--- src/rtl/ufl_pkg.sv ---
// Shared constants and carrier types for the UART FIFO level and interrupt mask block.
// Assumes a 32-bit register port with byte offsets and a single 50 MHz clock domain.
package ufl_pkg;

    // Register port geometry
    localparam int unsigned DATA_W = 32;
    localparam int unsigned ADDR_W = 8;

    // Register byte offsets
    localparam logic [ADDR_W-1:0] ADDR_THRESHOLD = 8'h34;
    localparam logic [ADDR_W-1:0] ADDR_MASK = 8'h38;
    localparam logic [ADDR_W-1:0] ADDR_RAW_STATUS = 8'h3C;
    localparam logic [ADDR_W-1:0] ADDR_MASKED_STATUS = 8'h40;
    localparam logic [ADDR_W-1:0] ADDR_CLEAR = 8'h44;

    // Level select codes, fraction of the FIFO depth
    localparam logic [2:0] LEVEL_1_64 = 3'h0;
    localparam logic [2:0] LEVEL_1_32 = 3'h1;
    localparam logic [2:0] LEVEL_1_16 = 3'h2;
    localparam logic [2:0] LEVEL_1_8 = 3'h3;
    localparam logic [2:0] LEVEL_1_4 = 3'h4;
    localparam logic [2:0] LEVEL_1_2 = 3'h5;
    localparam logic [2:0] LEVEL_3_4 = 3'h6;
    localparam logic [2:0] LEVEL_RESERVED = 3'h7;

    // Values after reset and implemented bit sets
    localparam logic [2:0] LEVEL_SEL_RESET = LEVEL_1_16;
    localparam logic [DATA_W-1:0] THRESHOLD_RESET = 32'h00000012;
    localparam logic [DATA_W-1:0] THRESHOLD_IMPL_BITS = 32'h0000003F;
    localparam logic [DATA_W-1:0] MASK_RESET = 32'h00000000;
    localparam logic [DATA_W-1:0] STATUS_RESET = 32'h00000000;
    localparam logic [DATA_W-1:0] IRQ_IMPL_BITS = 32'h00001FF2;

    // Default FIFO depth in entries
    localparam int unsigned FIFO_DEPTH_DEFAULT = 64;

    // Threshold register layout
    typedef struct packed {
        logic [25:0] reserved;
        logic [2:0] rxLevelSelect;
        logic [2:0] txLevelSelect;
    } ufl_threshold_type;

    // Common layout of mask, raw status, masked status and clear
    typedef struct packed {
        logic [18:0] reservedHigh;
        logic txEmpty;
        logic flowPause;
        logic overrunErr;
        logic breakErr;
        logic parityErr;
        logic framingErr;
        logic rxTimeout;
        logic transmit;
        logic receive;
        logic [1:0] reservedMid;
        logic ctsChange;
        logic reservedLow;
    } ufl_irq_bits_type;

    // One register port request
    typedef struct packed {
        logic [ADDR_W-1:0] addr;
        logic [DATA_W-1:0] wrData;
        logic wrEn;
        logic rdEn;
    } ufl_bus_req_type;

    // Event lines from the rest of the UART, high while the condition stands
    typedef struct packed {
        logic ctsChange;
        logic rxTimeout;
        logic framingErr;
        logic parityErr;
        logic breakErr;
        logic overrunErr;
        logic flowPause;
        logic txEmpty;
    } ufl_line_event_type;

endpackage

--- src/rtl/ufl_level_cmp.sv ---
// FIFO trigger level comparator: compares an entry count with the selected fraction of depth.
// Assumes the count is already free entries (transmit) or filled entries (receive).
`timescale 1ns/1ps
`default_nettype none
module ufl_level_cmp
    import ufl_pkg::*;
#(
    parameter int unsigned DEPTH = FIFO_DEPTH_DEFAULT, // FIFO entries
    parameter int unsigned CNT_W = $clog2(DEPTH) + 1 // Count width
) (
    input wire logic [CNT_W-1:0] amount, // Entries free or filled
    input wire logic [2:0] levelSelect, // Trigger code
    output logic reached // Amount at or above trigger point
);

    localparam logic [CNT_W-1:0] DEPTH_C = CNT_W'(DEPTH);
    localparam logic [CNT_W-1:0] ONE_C = CNT_W'(1);

    // Fraction of depth per code; reserved code behaves as three quarters
    function automatic logic [CNT_W-1:0] level_threshold(input logic [2:0] sel);
        logic [CNT_W-1:0] t;
        t = DEPTH_C;
        unique case (sel)
            LEVEL_1_64: t = DEPTH_C >> 6;
            LEVEL_1_32: t = DEPTH_C >> 5;
            LEVEL_1_16: t = DEPTH_C >> 4;
            LEVEL_1_8: t = DEPTH_C >> 3;
            LEVEL_1_4: t = DEPTH_C >> 2;
            LEVEL_1_2: t = DEPTH_C >> 1;
            LEVEL_3_4, LEVEL_RESERVED: t = (DEPTH_C >> 1) + (DEPTH_C >> 2); // RQ12
        endcase
        // Shallow FIFOs would round small fractions to zero and fire forever
        if (t == '0) begin
            t = ONE_C;
        end
        return t;
    endfunction

    wire [CNT_W-1:0] triggerPoint = level_threshold(levelSelect);
    assign reached = (amount >= triggerPoint);

endmodule // ufl_level_cmp
`default_nettype wire

--- src/rtl/ufl_irq_ctrl.sv ---
// UART FIFO trigger level register, interrupt mask, sticky status and interrupt output.
// Assumes FIFO counts and event lines are synchronous to ref_clk; strobes are one cycle.
//
// Overview of operation
// RQ1: Bits 2:0 pick the transmit trigger, 1/64 up to 3/4 of FIFO empty.
// RQ2: Transmit trigger code resets to 2, one sixteenth empty.
// RQ3: Bits 5:3 pick the receive trigger, 1/64 up to 3/4 of FIFO full.
// RQ4: Receive trigger code resets to 2, one sixteenth full.
// RQ5: Mask bit one enables, zero disables; reads return it; all reset to zero.
// RQ6: Mask bit 1 gates the clear-to-send change interrupt.
// RQ7: Mask bits 4, 5, 6 gate receive, transmit and receive timeout.
// RQ8: Mask bits 7 to 10 gate framing, parity, break and overrun errors.
// RQ9: Mask bit 11 gates the flow pause received interrupt.
// RQ10: Mask bit 12 gates the transmit FIFO empty interrupt.
// RQ11: Interrupt outputs and masked status equal raw status ANDed with mask.
// RQ12: Trigger code 7 is reserved and acts like the three quarter setting.
//
// Design decision made here: the plain strobed port.
`timescale 1ns/1ps
`default_nettype none
module ufl_irq_ctrl
    import ufl_pkg::*;
#(
    parameter int unsigned FIFO_DEPTH = FIFO_DEPTH_DEFAULT, // Entries in each FIFO
    parameter int unsigned CNT_W = $clog2(FIFO_DEPTH) + 1 // FIFO count width
) (
    input wire logic ref_clk, // 50 MHz clock
    input wire logic rst_n, // Asynchronous reset, active low
    input wire ufl_bus_req_type busReq, // Register port request
    output logic [DATA_W-1:0] rdData, // Read data, cycle after the strobe
    input wire logic [CNT_W-1:0] rxCount, // Receive FIFO filled entries
    input wire logic [CNT_W-1:0] txCount, // Transmit FIFO filled entries
    input wire ufl_line_event_type lineEvent, // Event lines from the UART
    output var ufl_irq_bits_type irqLines, // Per-source masked interrupts
    output logic irq, // Combined interrupt, level
    output logic [2:0] txLevelSelect, // Current transmit trigger code
    output logic [2:0] rxLevelSelect // Current receive trigger code
);

    localparam logic [CNT_W-1:0] DEPTH_C = CNT_W'(FIFO_DEPTH);

    // Address match, shared by the write and read decoders
    function automatic logic addr_hit(input logic [ADDR_W-1:0] addr,
                                      input logic [ADDR_W-1:0] offset);
        return addr == offset;
    endfunction

    ufl_threshold_type threshold;
    ufl_irq_bits_type mask;
    ufl_irq_bits_type rawStatus;

    ufl_threshold_type next_threshold;
    ufl_irq_bits_type next_mask;
    ufl_irq_bits_type next_rawStatus;
    ufl_irq_bits_type next_masked;
    logic [DATA_W-1:0] next_rdData;

    // Write decode
    wire wrThreshold = busReq.wrEn && addr_hit(busReq.addr, ADDR_THRESHOLD);
    wire wrMask = busReq.wrEn && addr_hit(busReq.addr, ADDR_MASK);
    wire wrClear = busReq.wrEn && addr_hit(busReq.addr, ADDR_CLEAR);

    // Read decode
    wire rdThreshold = addr_hit(busReq.addr, ADDR_THRESHOLD);
    wire rdMask = addr_hit(busReq.addr, ADDR_MASK);
    wire rdRaw = addr_hit(busReq.addr, ADDR_RAW_STATUS);
    wire rdMasked = addr_hit(busReq.addr, ADDR_MASKED_STATUS);

    // Reserved bits are dropped on write so they always read back as zero
    wire [DATA_W-1:0] thresholdWrite = busReq.wrData & THRESHOLD_IMPL_BITS; // RQ1 RQ3
    wire [DATA_W-1:0] irqWrite = busReq.wrData & IRQ_IMPL_BITS;

    assign next_threshold = wrThreshold ? ufl_threshold_type'(thresholdWrite) : threshold;
    assign next_mask = wrMask ? ufl_irq_bits_type'(irqWrite) : mask; // RQ5

    // Free entries in the transmit FIFO; count never exceeds depth
    wire [CNT_W-1:0] txFree = DEPTH_C - txCount;

    wire txLevelReached;
    wire rxLevelReached;

    // Transmit trigger: enough free room to refill
    ufl_level_cmp #(
        .DEPTH(FIFO_DEPTH),
        .CNT_W(CNT_W)
    ) u_tx_level (
        .amount(txFree),
        .levelSelect(threshold.txLevelSelect),
        .reached(txLevelReached)
    ); // RQ1

    // Receive trigger: enough data waiting to drain
    ufl_level_cmp #(
        .DEPTH(FIFO_DEPTH),
        .CNT_W(CNT_W)
    ) u_rx_level (
        .amount(rxCount),
        .levelSelect(threshold.rxLevelSelect),
        .reached(rxLevelReached)
    ); // RQ3

    // Events placed at their status positions
    ufl_irq_bits_type setBits;
    assign setBits.reservedHigh = '0;
    assign setBits.txEmpty = lineEvent.txEmpty; // RQ10
    assign setBits.flowPause = lineEvent.flowPause; // RQ9
    assign setBits.overrunErr = lineEvent.overrunErr; // RQ8
    assign setBits.breakErr = lineEvent.breakErr; // RQ8
    assign setBits.parityErr = lineEvent.parityErr; // RQ8
    assign setBits.framingErr = lineEvent.framingErr; // RQ8
    assign setBits.rxTimeout = lineEvent.rxTimeout; // RQ7
    assign setBits.transmit = txLevelReached; // RQ7
    assign setBits.receive = rxLevelReached; // RQ7
    assign setBits.reservedMid = '0;
    assign setBits.ctsChange = lineEvent.ctsChange; // RQ6
    assign setBits.reservedLow = 1'b0;

    // Write-one-to-clear; a set in the same cycle wins so no event is lost
    wire [DATA_W-1:0] clearBits = wrClear ? irqWrite : '0;
    assign next_rawStatus = ufl_irq_bits_type'((rawStatus & ~clearBits) | setBits);

    // Masked view computed from next values so outputs line up with status
    assign next_masked = next_rawStatus & next_mask; // RQ11

    // Read mux; unmapped offsets and the clear register read as zero
    assign next_rdData = !busReq.rdEn ? '0 :
                         rdThreshold ? threshold :
                         rdMask ? mask : // RQ5
                         rdRaw ? rawStatus :
                         rdMasked ? irqLines : // RQ11
                         '0;

    // Trigger levels
    always_ff @(posedge ref_clk or negedge rst_n) begin
        if (!rst_n) begin
            threshold <= THRESHOLD_RESET; // RQ2 RQ4
        end else begin
            threshold <= next_threshold;
        end
    end

    // Interrupt enable mask
    always_ff @(posedge ref_clk or negedge rst_n) begin
        if (!rst_n) begin
            mask <= MASK_RESET; // RQ5
        end else begin
            mask <= next_mask;
        end
    end

    // Sticky raw status
    always_ff @(posedge ref_clk or negedge rst_n) begin
        if (!rst_n) begin
            rawStatus <= STATUS_RESET;
        end else begin
            rawStatus <= next_rawStatus;
        end
    end

    // Interrupt outputs held in flops to keep them glitch free
    always_ff @(posedge ref_clk or negedge rst_n) begin
        if (!rst_n) begin
            irqLines <= STATUS_RESET;
            irq <= 1'b0;
        end else begin
            irqLines <= next_masked; // RQ6 RQ7 RQ8 RQ9 RQ10 RQ11
            irq <= |next_masked; // RQ11
        end
    end

    // Read data stands only in the cycle after the strobe
    always_ff @(posedge ref_clk or negedge rst_n) begin
        if (!rst_n) begin
            rdData <= '0;
        end else begin
            rdData <= next_rdData;
        end
    end

    // Trigger codes exported straight from the register flops
    assign txLevelSelect = threshold.txLevelSelect;
    assign rxLevelSelect = threshold.rxLevelSelect;

endmodule // ufl_irq_ctrl
`default_nettype wire

--- config.mk ---
export PLATFORM = sky130hd
export DESIGN_NAME = ufl_irq_ctrl
export DESIGN_NICKNAME = d
export VERILOG_FILES = /design/src/rtl/ufl_pkg.sv /design/src/rtl/ufl_level_cmp.sv /design/src/rtl/ufl_irq_ctrl.sv
export SDC_FILE = /design/constraint.sdc
export NUM_CORES = 1
export LEC_CHECK = 0
export BUFFER_PORTS_ARGS = -buffer_cell sky130_fd_sc_hd__buf_2
export CORE_UTILIZATION = 46
export DETAILED_ROUTE_END_ITERATION = 8
export PLACE_DENSITY = 0.81
export SLEW_MARGIN = 30
export SYNTH_ARGS = -nofsm -noshare
export SYNTH_HDL_FRONTEND = slang
export SYNTH_SLANG_ARGS = --single-unit
--- constraint.sdc ---
create_clock -name ref_clk -period 3 [get_ports ref_clk]
set_input_delay 0.3 -clock ref_clk [delete_from_list [all_inputs] [get_ports ref_clk]]
set_output_delay 0.3 -clock ref_clk [all_outputs]
set_load 0.05 [all_outputs]
==> results of run 1 <==
## synth_stat cells, drive strengths merged, types with 2 or more instances
| cell type | number | area (um^2) |
|---|---|---|
| o21a | 6 | 45.0 |
| xor2 | 2 | 17.5 |
| nand2 | 7 | 26.3 |
| or2 | 6 | 37.5 |
| nand2b | 2 | 12.5 |
| a21oi | 5 | 25.0 |
| mux2 | 14 | 161 |
| a211oi | 3 | 22.5 |
| nor2 | 14 | 60.1 |
| nand4 | 3 | 33.8 |
| a22oi | 6 | 45.0 |
| xnor2 | 3 | 26.3 |
| buf | 42 | 313 |
| and3 | 5 | 31.3 |
| a222oi | 7 | 70.1 |
| nor3 | 4 | 20.0 |
| nand3 | 3 | 15.0 |
| nand3b | 4 | 30.0 |
| ha | 13 | 163 |
| mux2i | 2 | 20.0 |
| clkbuf | 2 | 7.51 |
| and4bb | 2 | 28.8 |
| inv | 12 | 45.0 |
| or3 | 2 | 12.5 |
| dfstp | 2 | 52.6 |
| dfrtp | 48 | 1200 |
| or4 | 3 | 22.5 |
| a21boi | 10 | 75.1 |
| o21ai | 6 | 30.0 |
## critical path, cell delays in order, from the launching register on
cell,delay (ns)
sky130_fd_sc_hd__dfstp_2,0.61
sky130_fd_sc_hd__o21ai_0,0.13
sky130_fd_sc_hd__ha_1,0.32
sky130_fd_sc_hd__a21o_1,0.19
sky130_fd_sc_hd__a211o_1,0.28
sky130_fd_sc_hd__a211oi_1,0.30
sky130_fd_sc_hd__nor2b_1,0.10
sky130_fd_sc_hd__or4_1,0.50
## through the flow
step,setup slack (ns),utilization,total power [mW]
detailed placement,0.192,0.545,1.05
global placement,0.264,0.545,1.04
global route,0.309,0.565,1.57
CTS,0.422,0.565,1.53
floorplan,0.403,-,0.996
finish,0.441,0.565,1.51
## flip-flops by register name, summed over array words and instances, names as in the netlist
name,count
rdData,13
mask,10
irqLines,10
irq,1
txLevelSelect,3
rxLevelSelect,3
rawStatus,10
## worst max-delay path by stage
stage / slack (ns) / endpoint / start / cells past startpoint
final: 0.44 / irq / rxLevelSelect[1] / 7
after global routing: 0.31 / irq / rxLevelSelect[0] / 8
after CTS: 0.42 / irq / rxLevelSelect[1] / 7
after detailed placement: 0.19 / irq / busReq[38] / 7
after global placement: 0.26 / irq / busReq[38] / 7
after floorplan: 0.40 / irq / rxLevelSelect[0] / 8
## metal layers
| metal | part of all wire | vias to the layer above | global-route usage |
|---|---|---|---|
| li1 | - | 962 | - |
| met1 | 0.42 | 981 | 0.237 |
| met2 | 0.50 | 81 | 0.313 |
| met3 | 0.058 | 7 | 0.0368 |
| met4 | 0.014 | 0 | 0.0618 |
| met5 | 0 | - | 0 |
## report_power, final
group          internal (mW)  switching (mW)
clock                  0.267           0.212
combinational         0.0762           0.244
sequential             0.696          0.0157
## final cells by class
type | count | share of cell area
clock inverter | 1 | 0.00947
timing repair buffer | 79 | 0.128
tap | 72 | 0.0284
clock buffer | 6 | 0.0261
sequential | 50 | 0.396
inverter | 12 | 0.0142
multi-input combinational | 181 | 0.398
## cell families (layout without fill, tap and decap cells)
group           count (synthesis)  count (layout)
compound gates                 46              46
xor+xnor                        5               5
fa+ha+maj                      13              13
buf+inv                        56              98
flops                          50              50
mux                            16              16
other cells                     1              41
simple gates                   60              60
## placed cells by master, fill, tap and decap left out, types with 2 or more instances in the layout
master	instances
sky130_fd_sc_hd__o21ai_0	5
sky130_fd_sc_hd__a222oi_1	7
sky130_fd_sc_hd__a22oi_1	6
sky130_fd_sc_hd__dfrtp_1	48
sky130_fd_sc_hd__dfstp_2	2
sky130_fd_sc_hd__mux2i_1	2
sky130_fd_sc_hd__nand3_1	3
sky130_fd_sc_hd__or4_1	3
sky130_fd_sc_hd__nor2_1	13
sky130_fd_sc_hd__buf_2	75
sky130_fd_sc_hd__a211oi_1	3
sky130_fd_sc_hd__conb_1	41
sky130_fd_sc_hd__a21boi_1	2
sky130_fd_sc_hd__xor2_1	2
sky130_fd_sc_hd__nand4_1	2
sky130_fd_sc_hd__or3_1	2
sky130_fd_sc_hd__a21boi_0	8
sky130_fd_sc_hd__ha_1	13
sky130_fd_sc_hd__inv_1	12
sky130_fd_sc_hd__and3_1	5
sky130_fd_sc_hd__xnor2_1	3
sky130_fd_sc_hd__clkbuf_8	6
sky130_fd_sc_hd__buf_4	4
sky130_fd_sc_hd__mux2_1	3
sky130_fd_sc_hd__nand2b_1	2
sky130_fd_sc_hd__nor3_1	4
sky130_fd_sc_hd__nand3b_1	4
sky130_fd_sc_hd__or2_2	6
sky130_fd_sc_hd__o21a_1	6
sky130_fd_sc_hd__mux2_2	10
sky130_fd_sc_hd__nand2_1	7
sky130_fd_sc_hd__a21oi_1	5
==> run summary, run 1 <==
The flow ran to the end, and the final reports show no timing, DRC or antenna violations. Across all hold checks on the routed design, the worst slack comes to 0.0146 ns. Across the whole layout, storage elements account for 0.00125 mm^2. The count of distinct cell types in the synthesized netlist came out at 46. The count of buffers added by post-CTS timing repair for setup is 0. By startpoint and endpoint, the worst setup path is classified as reg -> reg. The required time at the worst-slack endpoint came out at 3.18 ns. The first TritonRoute pass finished after 4 iterations. The worst setup path is launched from a flop. The total DRC errors in the routed layout is 0.

The height of the die came out at 79.0 um. The clock-pin transition on the worst setup and hold timing paths is 0.09 ns. The post-synthesis average cell area came out at 11.0 um^2. The setup slack of the most critical reg-to-reg path is 0.44 ns. The primary flip-flop cell chosen by synthesis mapping is sky130_fd_sc_hd__dfrtp_1. The number of cells on the worst reg-to-reg path is 7. The number of clock buffers added by TritonCTS is 5. Entering global routing, the biggest net connects 51 pins. The critical path arrival came out at 2.74 ns. The portion of the clock cycle consumed by the worst path in the final layout came out at 0.853. The count of fill cells added during filler insertion is 514. The number of resized instances in the post-cts repair step is 0. The post-synthesis compound-gate area fraction came to 0.124. The final global-route overflow total is 0. The tightest min-delay check is of the in -> async type.

The area of the core region is 0.00561 mm^2. The count of antenna-violating nets left after detailed routing is 0. The sequential element share of the synthesized area is 0.460. The total wire length came out at 5680 um. The row count is 27. The fraction of synthesis flops using an asynchronous set or reset pin came out at 1.00. The number of cells produced by synthesis is 247.

The number of I/O port buffers came out at 76. The register bit total from synthesis came out at 50. The maximum root-to-sink buffer count came out at 2.

The number of max-cap violations is 0. The number of primary I/O pins is 137. Detailed placement finished with a half-perimeter wire length of 4300 um. The net total in the final layout came out at 408.

TritonCTS built the clock tree. The CTS root buffer is sky130_fd_sc_hd__clkbuf_8. The number of antenna cells inserted came out at 0. The slew at the pin closest to its max-slew limit is 0.729 ns. The violation count after the first detailed-routing iteration came out at 102. Summed over all cells, the static leakage comes to 1.65 nW. The number of vias after detailed routing came out at 2031. The shortest clock period the worst path allows after layout came out at 2.56 ns.

The number of enable-type register cells in the synthesized netlist came out at 0. Setup repair after global routing left no endpoint under its margin. The later pin in the worst-skew pair is clocked with a latency of 0.30 ns. The max-slew headroom at the worst pin is 0.511. The mux share of post-synthesis cell area is 0.0666.

The final setup violation count is 0. The total routing resource utilization after global routing came out at 0.185. The initial utilization of the core area, before any placement, comes to 0.486. The cts-stage hold buffer count came out at 0. The level count of the clock H-tree is 2.

The area growth from synthesis to layout is 16.3%. Timing would allow up to 0.391 GHz. The worst setup path is captured at a flop.

The floorplan step defined a die boundary enclosing 0.00624 mm^2. The total negative slack for setup checks is 0 ns. Counting tap cells, the placed design contains a total of 394 instances. Once layout is complete, the cells apart from fillers number 401.

The instance area at placement came out at 0.00306 mm^2. The die width came out at 79.0 um. Of the total synthesized cell area, the portion taken by XOR and XNOR cells is 0.0161. The worst register-to-register path ends at irq. By area, the combinational part of the netlist is dominated by simple AND/OR/NAND/NOR gates.

The final count of pins violating max slew came to 0. The routed wire length per instance is 14.2 um. Across the VDD grid, the largest voltage drop is 0.000268 V. The total count of hold-check failures in the final report is 0. The worst setup skew after layout came out at 0.00819 ns. The total area of multi-input combinational cells is 0.00126 mm^2. The final weighted congestion in routability-driven placement came out at 0.784. The post-synthesis instance area is 0.00273 mm^2. The share of post-route cells with drive strength above 1 is 0.334.

The number of global-route vias before repair is 1832. The final standard cell area without fillers came out at 0.00317 mm^2. The clock sink total came out at 50. The worst register-to-register path begins at rxLevelSelect[1]. Of the total synthesized cell area, the portion taken by full adders, half adders and majority gates is 0.0597.

The yosys synthesis warning count came out at 0. The first-pass GRT wire length came out at 8650 um. The number of vias per cell is 5.06. The cell area power density came out at 477 mW/mm^2. The number of antenna violations at the first check in global routing came out at 0. The highest net fanout along the worst path is 9. The simple-gate share of the synthesized area came out at 0.139.
No activity file was read; power rests on OpenSTA's default activity.
==> inputs of run 2 (changes only) <==
- CELL_PAD_IN_SITES_DETAIL_PLACEMENT: unset -> 1
- CELL_PAD_IN_SITES_GLOBAL_PLACEMENT: unset -> 1
- CORE_UTILIZATION: 46 -> 34
- PLACE_DENSITY: 0.81 -> unset
- PLACE_DENSITY_LB_ADDON: unset -> 0.1
- SLEW_MARGIN: 30 -> unset
==> run 2 against run 1 <==
  * Combinational power rose by 2%
  * Sequential power is essentially flat
  * Global-route usage down 2.1 points
  * Design area up 2.0%
  * Clock skew grew 0.0057 ns
  * Register-to-register slack about the same
  * First-iteration DRC count shrank 58%
  * Largest power group unchanged
==> run summary, run 2 (synthesis gave the netlist of run 1 again) <==
The total count of hold-check failures in the final report is 0. After detailed routing, the number of remaining DRC violations is 0. Setup repair after global routing left no endpoint under its margin. The number of global-route vias before repair was 2101. VDD sags by at most 0.000220 V. The count of TritonRoute iterations in the first routing pass is 5. For the pin with the worst max-slew slack, the measured transition is 0.739 ns. The net total in the final layout came out at 411.

For this run the aggregate overflow at the end of global routing stands at 0. During placement, the flow inserted port buffers numbering 76. The worst setup path is launched from a flop. The register with the most flip-flops is rdData. The HPWL reported at the end of detailed placement is 5070 um. The final weighted congestion in routability-driven placement is 0.702. Between clock sinks in the finished design, the worst skew comes to 0.0139 ns. Power comes to 1.53 mW. The number of max-cap violations is 0. The maximum root-to-sink buffer count is 2. The final setup violation count is 0.

The number of vias per cell came out at 4.71. Post-CTS timing repair inserted 0 buffers for setup. The final instance count without filler cells came out at 435. The type of the tightest min-delay check is in -> reg. Of the available clock period, the critical path in the final layout requires 0.858. The height of the die came out at 91.5 um. The CTS root buffer is sky130_fd_sc_hd__clkbuf_8.

The instance area at placement came out at 0.00311 mm^2. The largest net degree at the start of global routing came out at 31. The clock reaches the later pin of the worst-skew pair after 0.31 ns. The violation count after the first detailed-routing iteration came out at 43. The routed wire length per instance is 15.1 um.

The number of antenna cells inserted is 0. The first global-routing pass estimated 10400 um of wire. The total die area is 0.00838 mm^2. The worst path needs 2.57 ns of the cycle, external delays included.

Timing analysis after detailed placement gives a worst setup slack of 0.313 ns. In this run the worst path has a maximum fanout of 9. The TritonCTS clock tree is yes. The fraction of the core area covered by cells at the end of the flow came out at 0.418. The register with the most flip-flops in the layout has 13 of them. The clock-pin transition on the worst setup and hold timing paths is 0.10 ns. The number of cells after detailed placement is 426. The count of nets left with antenna violations once routing finished came out at 0. The routed layout has 2051 vias.

The finished cells cover 0.00323 mm^2. The row count is 32. The leading cell type in the layout, fill and taps excluded is sky130_fd_sc_hd__buf_2.

The required time at the worst-slack endpoint came out at 3.19 ns. The layout overhead on the synthesized area is 18.6%. The clock sink total came out at 50. Summed over all cells, the static leakage comes to 1.67 nW. The final count of pins violating max slew came out at 0. The total routing resource utilization after global routing came out at 0.164. The critical path arrival is 2.77 ns. Adding up every negative setup slack in the final design gives 0 ns. The total clock buffers created by CTS came out at 5.

The maximum clock frequency is 0.388 GHz. Leaving out fill and tap cells, the most frequent cells in the layout are sky130_fd_sc_hd__buf_2 (76), sky130_fd_sc_hd__dfrtp_1 (48), sky130_fd_sc_hd__conb_1 (41). The critical path is of the reg -> reg type.

The worst hold margin came out at 0.186 ns. The share of post-route cells with drive strength above 1 is 0.339. The total wire length came out at 6560 um. The number of antenna violations at the first check in global routing came out at 0. The max-slew headroom at the worst pin came out at 0.504. The level count of the clock H-tree came out at 2.

137 I/O pins were placed. STA classifies the critical path endpoint as a flop. The initial cell density of the core came out at 0.353. Power spread over the standard cell area amounts to 472 mW/mm^2. The least setup slack across all paths after layout is 0.426 ns. The flow ran to the end, and the final reports show no timing, DRC or antenna violations.

The area of the core region is 0.00773 mm^2. The die width came out at 91.5 um.
-- run 2: cell count changes in the layout (fill, tap and decap cells not counted) --
cell,change
sky130_fd_sc_hd__buf_2,+1
sky130_fd_sc_hd__buf_4,+1
sky130_fd_sc_hd__clkbuf_8,-1
sky130_fd_sc_hd__clkinv_4,+1
sky130_fd_sc_hd__dlygate4sd3_1,+1
sky130_fd_sc_hd__inv_6,+1
-- run 2: final timing paths --
path | startpoint | to | slack (ns) | cells after the start
setup / recovery | rxLevelSelect[1] | irq | 0.43 | 7
hold / removal | lineEvent[5] | rawStatus[7] | 0.19 | 3
setup reg to reg | rxLevelSelect[1] | irq | 0.43 | 7
hold reg to reg | rawStatus[7] | rawStatus[7] | 0.51 | 2
max in group asynchronous | rst_n | rxLevelSelect[1] | 1.70 | 3
min in group asynchronous | rst_n | rdData[10] | 0.47 | 2
-- run 2: timing repair --
action / 4_1_cts / 5_1_grt
endpoints found under the hold margin: 20 / 0
hold buffers: 1 / 0
gates resized for setup: 0 / 0
-- run 2: per-layer routing --
metal | GRT usage | part of all wire | vias up
li1 | - | - | 966
met1 | 0.211 | 0.45 | 998
met2 | 0.271 | 0.48 | 77
met3 | 0.0343 | 0.050 | 10
met4 | 0.0608 | 0.018 | 0
met5 | 0 | 0 | -
-- run 2: critical path, cell delays in order, from the launching register on --
cell and delay [ns]:
sky130_fd_sc_hd__dfstp_2 0.62, sky130_fd_sc_hd__o21ai_0 0.12, sky130_fd_sc_hd__ha_1 0.31, sky130_fd_sc_hd__a21o_1 0.18
sky130_fd_sc_hd__a211o_1 0.28, sky130_fd_sc_hd__a211oi_1 0.31, sky130_fd_sc_hd__nor2b_1 0.14, sky130_fd_sc_hd__or4_1 0.51
-- run 2: power by group --
group / internal [mW] / leakage, nW / total [mW] / switching (mW)
Clock: 0.253 / 0.0587 / 0.490 / 0.238
Combinational: 0.0774 / 0.976 / 0.325 / 0.248
Sequential: 0.696 / 0.633 / 0.711 / 0.0153
-- run 2: cell type report --
class	instances	area (um^2)
Sequential cell	50	1250
Inverter	12	45.0
Timing Repair Buffer	82	428
Tap cell	102	128
Clock buffer	5	68.8
Clock inverter	3	47.5
Multi-Input combinational cell	181	1260
Fill cell	887	4490
==> inputs of run 3 (changes only) <==
- GPL_ROUTABILITY_DRIVEN: unset -> 0
- MAX_ROUTING_LAYER: unset -> met4
- TNS_END_PERCENT: unset -> 1
==> run 3 against run 2 <==
  * Die area unchanged
  * Non-clock buffer count unchanged
  * Sequential cell count is the same
  * Core utilization did not move
  * Clock power hardly changed
==> run summary, run 3 (synthesis gave the netlist of run 1 again) <==
The number of primary I/O pins is 137. The required time at the worst-slack endpoint is 3.19 ns. Leaving out fill and tap cells, the most frequent cell in the layout is sky130_fd_sc_hd__buf_2. The die width came out at 91.5 um. The leakage dissipation came out at 1.67 nW. The total die area is 0.00838 mm^2. The register with the most flip-flops is rdData.

The level count of the clock H-tree came out at 2. The total negative slack for setup checks came out at 0 ns. The highest net fanout along the worst path came out at 9. In the layout the commonest cells are sky130_fd_sc_hd__buf_2 (76), sky130_fd_sc_hd__dfrtp_1 (48), sky130_fd_sc_hd__conb_1 (41). After detailed routing, the number of remaining DRC violations is 0. The total routing resource utilization after global routing came out at 0.169. The area of the core region is 0.00773 mm^2. The fraction of the core area covered by cells at the end of the flow is 0.418. The source-to-sink clock delay at the later pin of the worst-skew pair is 0.31 ns. The TritonCTS clock tree is yes. The flip-flop count of the largest register, all copies and words added is 13. The shortest clock period the worst path allows after layout is 2.57 ns.

The first global-routing pass estimated 10400 um of wire. The worst setup skew after layout is 0.0139 ns. The number of global-route vias before repair came to 2101.

The min-delay analysis places its worst path in the category in -> reg. The count of antenna-violating nets left after detailed routing is 0. The number of vias after detailed routing came out at 2051. In this run the worst setup path begins at rxLevelSelect[1]. The count of buffers added by post-CTS timing repair for setup is 0. The area growth from synthesis to layout is 18.6%. The count of TritonRoute iterations in the first routing pass is 5.

The max-slew headroom at the worst pin came out at 0.504. The maximum clock frequency is 0.388 GHz. The worst setup path is launched from a flop. Power spread over the standard cell area amounts to 472 mW/mm^2. The initial cell density of the core came out at 0.353.

The net total in the final layout is 411. The run finished with clean final reports. IR analysis of the VDD net gives a maximum drop of 0.000220 V. Setup repair after global routing left no endpoint under its margin. Of the cells placed in the final design, the portion with a size suffix greater than 1 is 0.339. The worst reg2reg path startpoint is rxLevelSelect[1]. Fill cells in the final layout number 887. The largest net degree at the start of global routing came out at 31.

The number of antenna violations at the first check in global routing is 0. The total count of hold-check failures in the final report was 0. The total clock buffers created by CTS is 5. The initialized floorplan defines 32 standard-cell rows. By startpoint and endpoint, the worst setup path is classified as reg -> reg. The HPWL reported at the end of detailed placement came out at 5070 um.

After the first detailed-routing iteration, the DRC count stood at 43. The final global-route overflow total is 0. In this run the most critical hold path is launched from lineEvent[5]. The clock-pin transition on the worst setup and hold timing paths is 0.10 ns.

The maximum root-to-sink buffer count came out at 2. The routed wire length per instance is 15.1 um. The element type at the critical path end is a flop. The total wire length is 6560 um.

The clock drives 50 sinks. The portion of the clock cycle consumed by the worst path in the final layout came out at 0.858. The height of the die came out at 91.5 um. In the final layout, the multi-input gates occupy 0.00126 mm^2. The tool flagged a number of max-cap violations equal to 0.

Data arrives at the worst endpoint at 2.77 ns. The number of vias per cell came out at 4.71. The number of I/O port buffers is 76. The slew at the pin closest to its max-slew limit came out at 0.739 ns. The number of antenna cells inserted is 0. The final setup violation count came out at 0. The CTS root buffer is sky130_fd_sc_hd__clkbuf_8.

The area taken by flip-flops and latches came out at 0.00125 mm^2. The final count of pins violating max slew was 0.
run 3: through the flow:
step	hold WS, ns	setup slack (ns)	cell area, um^2	power (mW)	std cells
after floorplan	0.00441	0.403	2880	0.996	287
after global placement	0.302	0.321	3110	1.05	426
after detailed placement	0.307	0.313	3110	1.05	426
after CTS	0.178	0.397	3230	1.55	435
after global routing	0.180	0.289	3230	1.60	435
final	0.186	0.426	3230	1.53	435
run 3: final timing paths:
| kind | cells past startpoint | to | slack [ns] |
|---|---|---|---|
| worst min-delay path | 3 | rawStatus[7] | 0.19 |
| worst max-delay path | 7 | irq | 0.43 |
| worst max register to register | 7 | irq | 0.43 |
| worst min register to register | 2 | rawStatus[7] | 0.51 |
| min in group asynchronous | 2 | rdData[10] | 0.47 |
| max in group asynchronous | 3 | rxLevelSelect[1] | 1.70 |
run 3: metal layers:
metal | track usage | wire [um] | share of wire
met1 | 0.211 | 2980 | 0.45
met2 | 0.271 | 3140 | 0.48
met3 | 0.0335 | 320 | 0.049
met4 | 0.0608 | 119 | 0.018
met5 | - | 0 | 0
run 3: critical path, cell delays in order, from the launching register on:
cell	delay (ns)
sky130_fd_sc_hd__dfstp_2	0.62
sky130_fd_sc_hd__o21ai_0	0.12
sky130_fd_sc_hd__ha_1	0.31
sky130_fd_sc_hd__a21o_1	0.18
sky130_fd_sc_hd__a211o_1	0.28
sky130_fd_sc_hd__a211oi_1	0.31
sky130_fd_sc_hd__nor2b_1	0.14
sky130_fd_sc_hd__or4_1	0.51
run 3: layout make-up:
class	instances	share of cell area
clock buffers	5	0.0213
clock inverters	3	0.0147
inverters	12	0.0139
multi-input cells	181	0.390
flip-flops and latches	50	0.388
well taps	102	0.0395
repair buffers	82	0.132
run 3: repair_timing:
action	CTS	global route
resized for setup	0	0
hold buffers	1	0
endpoints found under the hold margin	20	0
setup endpoints to repair	0	0
run 3: where the power goes:
| part | internal, mW | switching [mW] | total (mW) |
|---|---|---|---|
| clock | 0.253 | 0.238 | 0.490 |
| sequential | 0.696 | 0.0153 | 0.711 |
| combinational | 0.0774 | 0.248 | 0.325 |
| total | 1.03 | 0.500 | 1.53 |
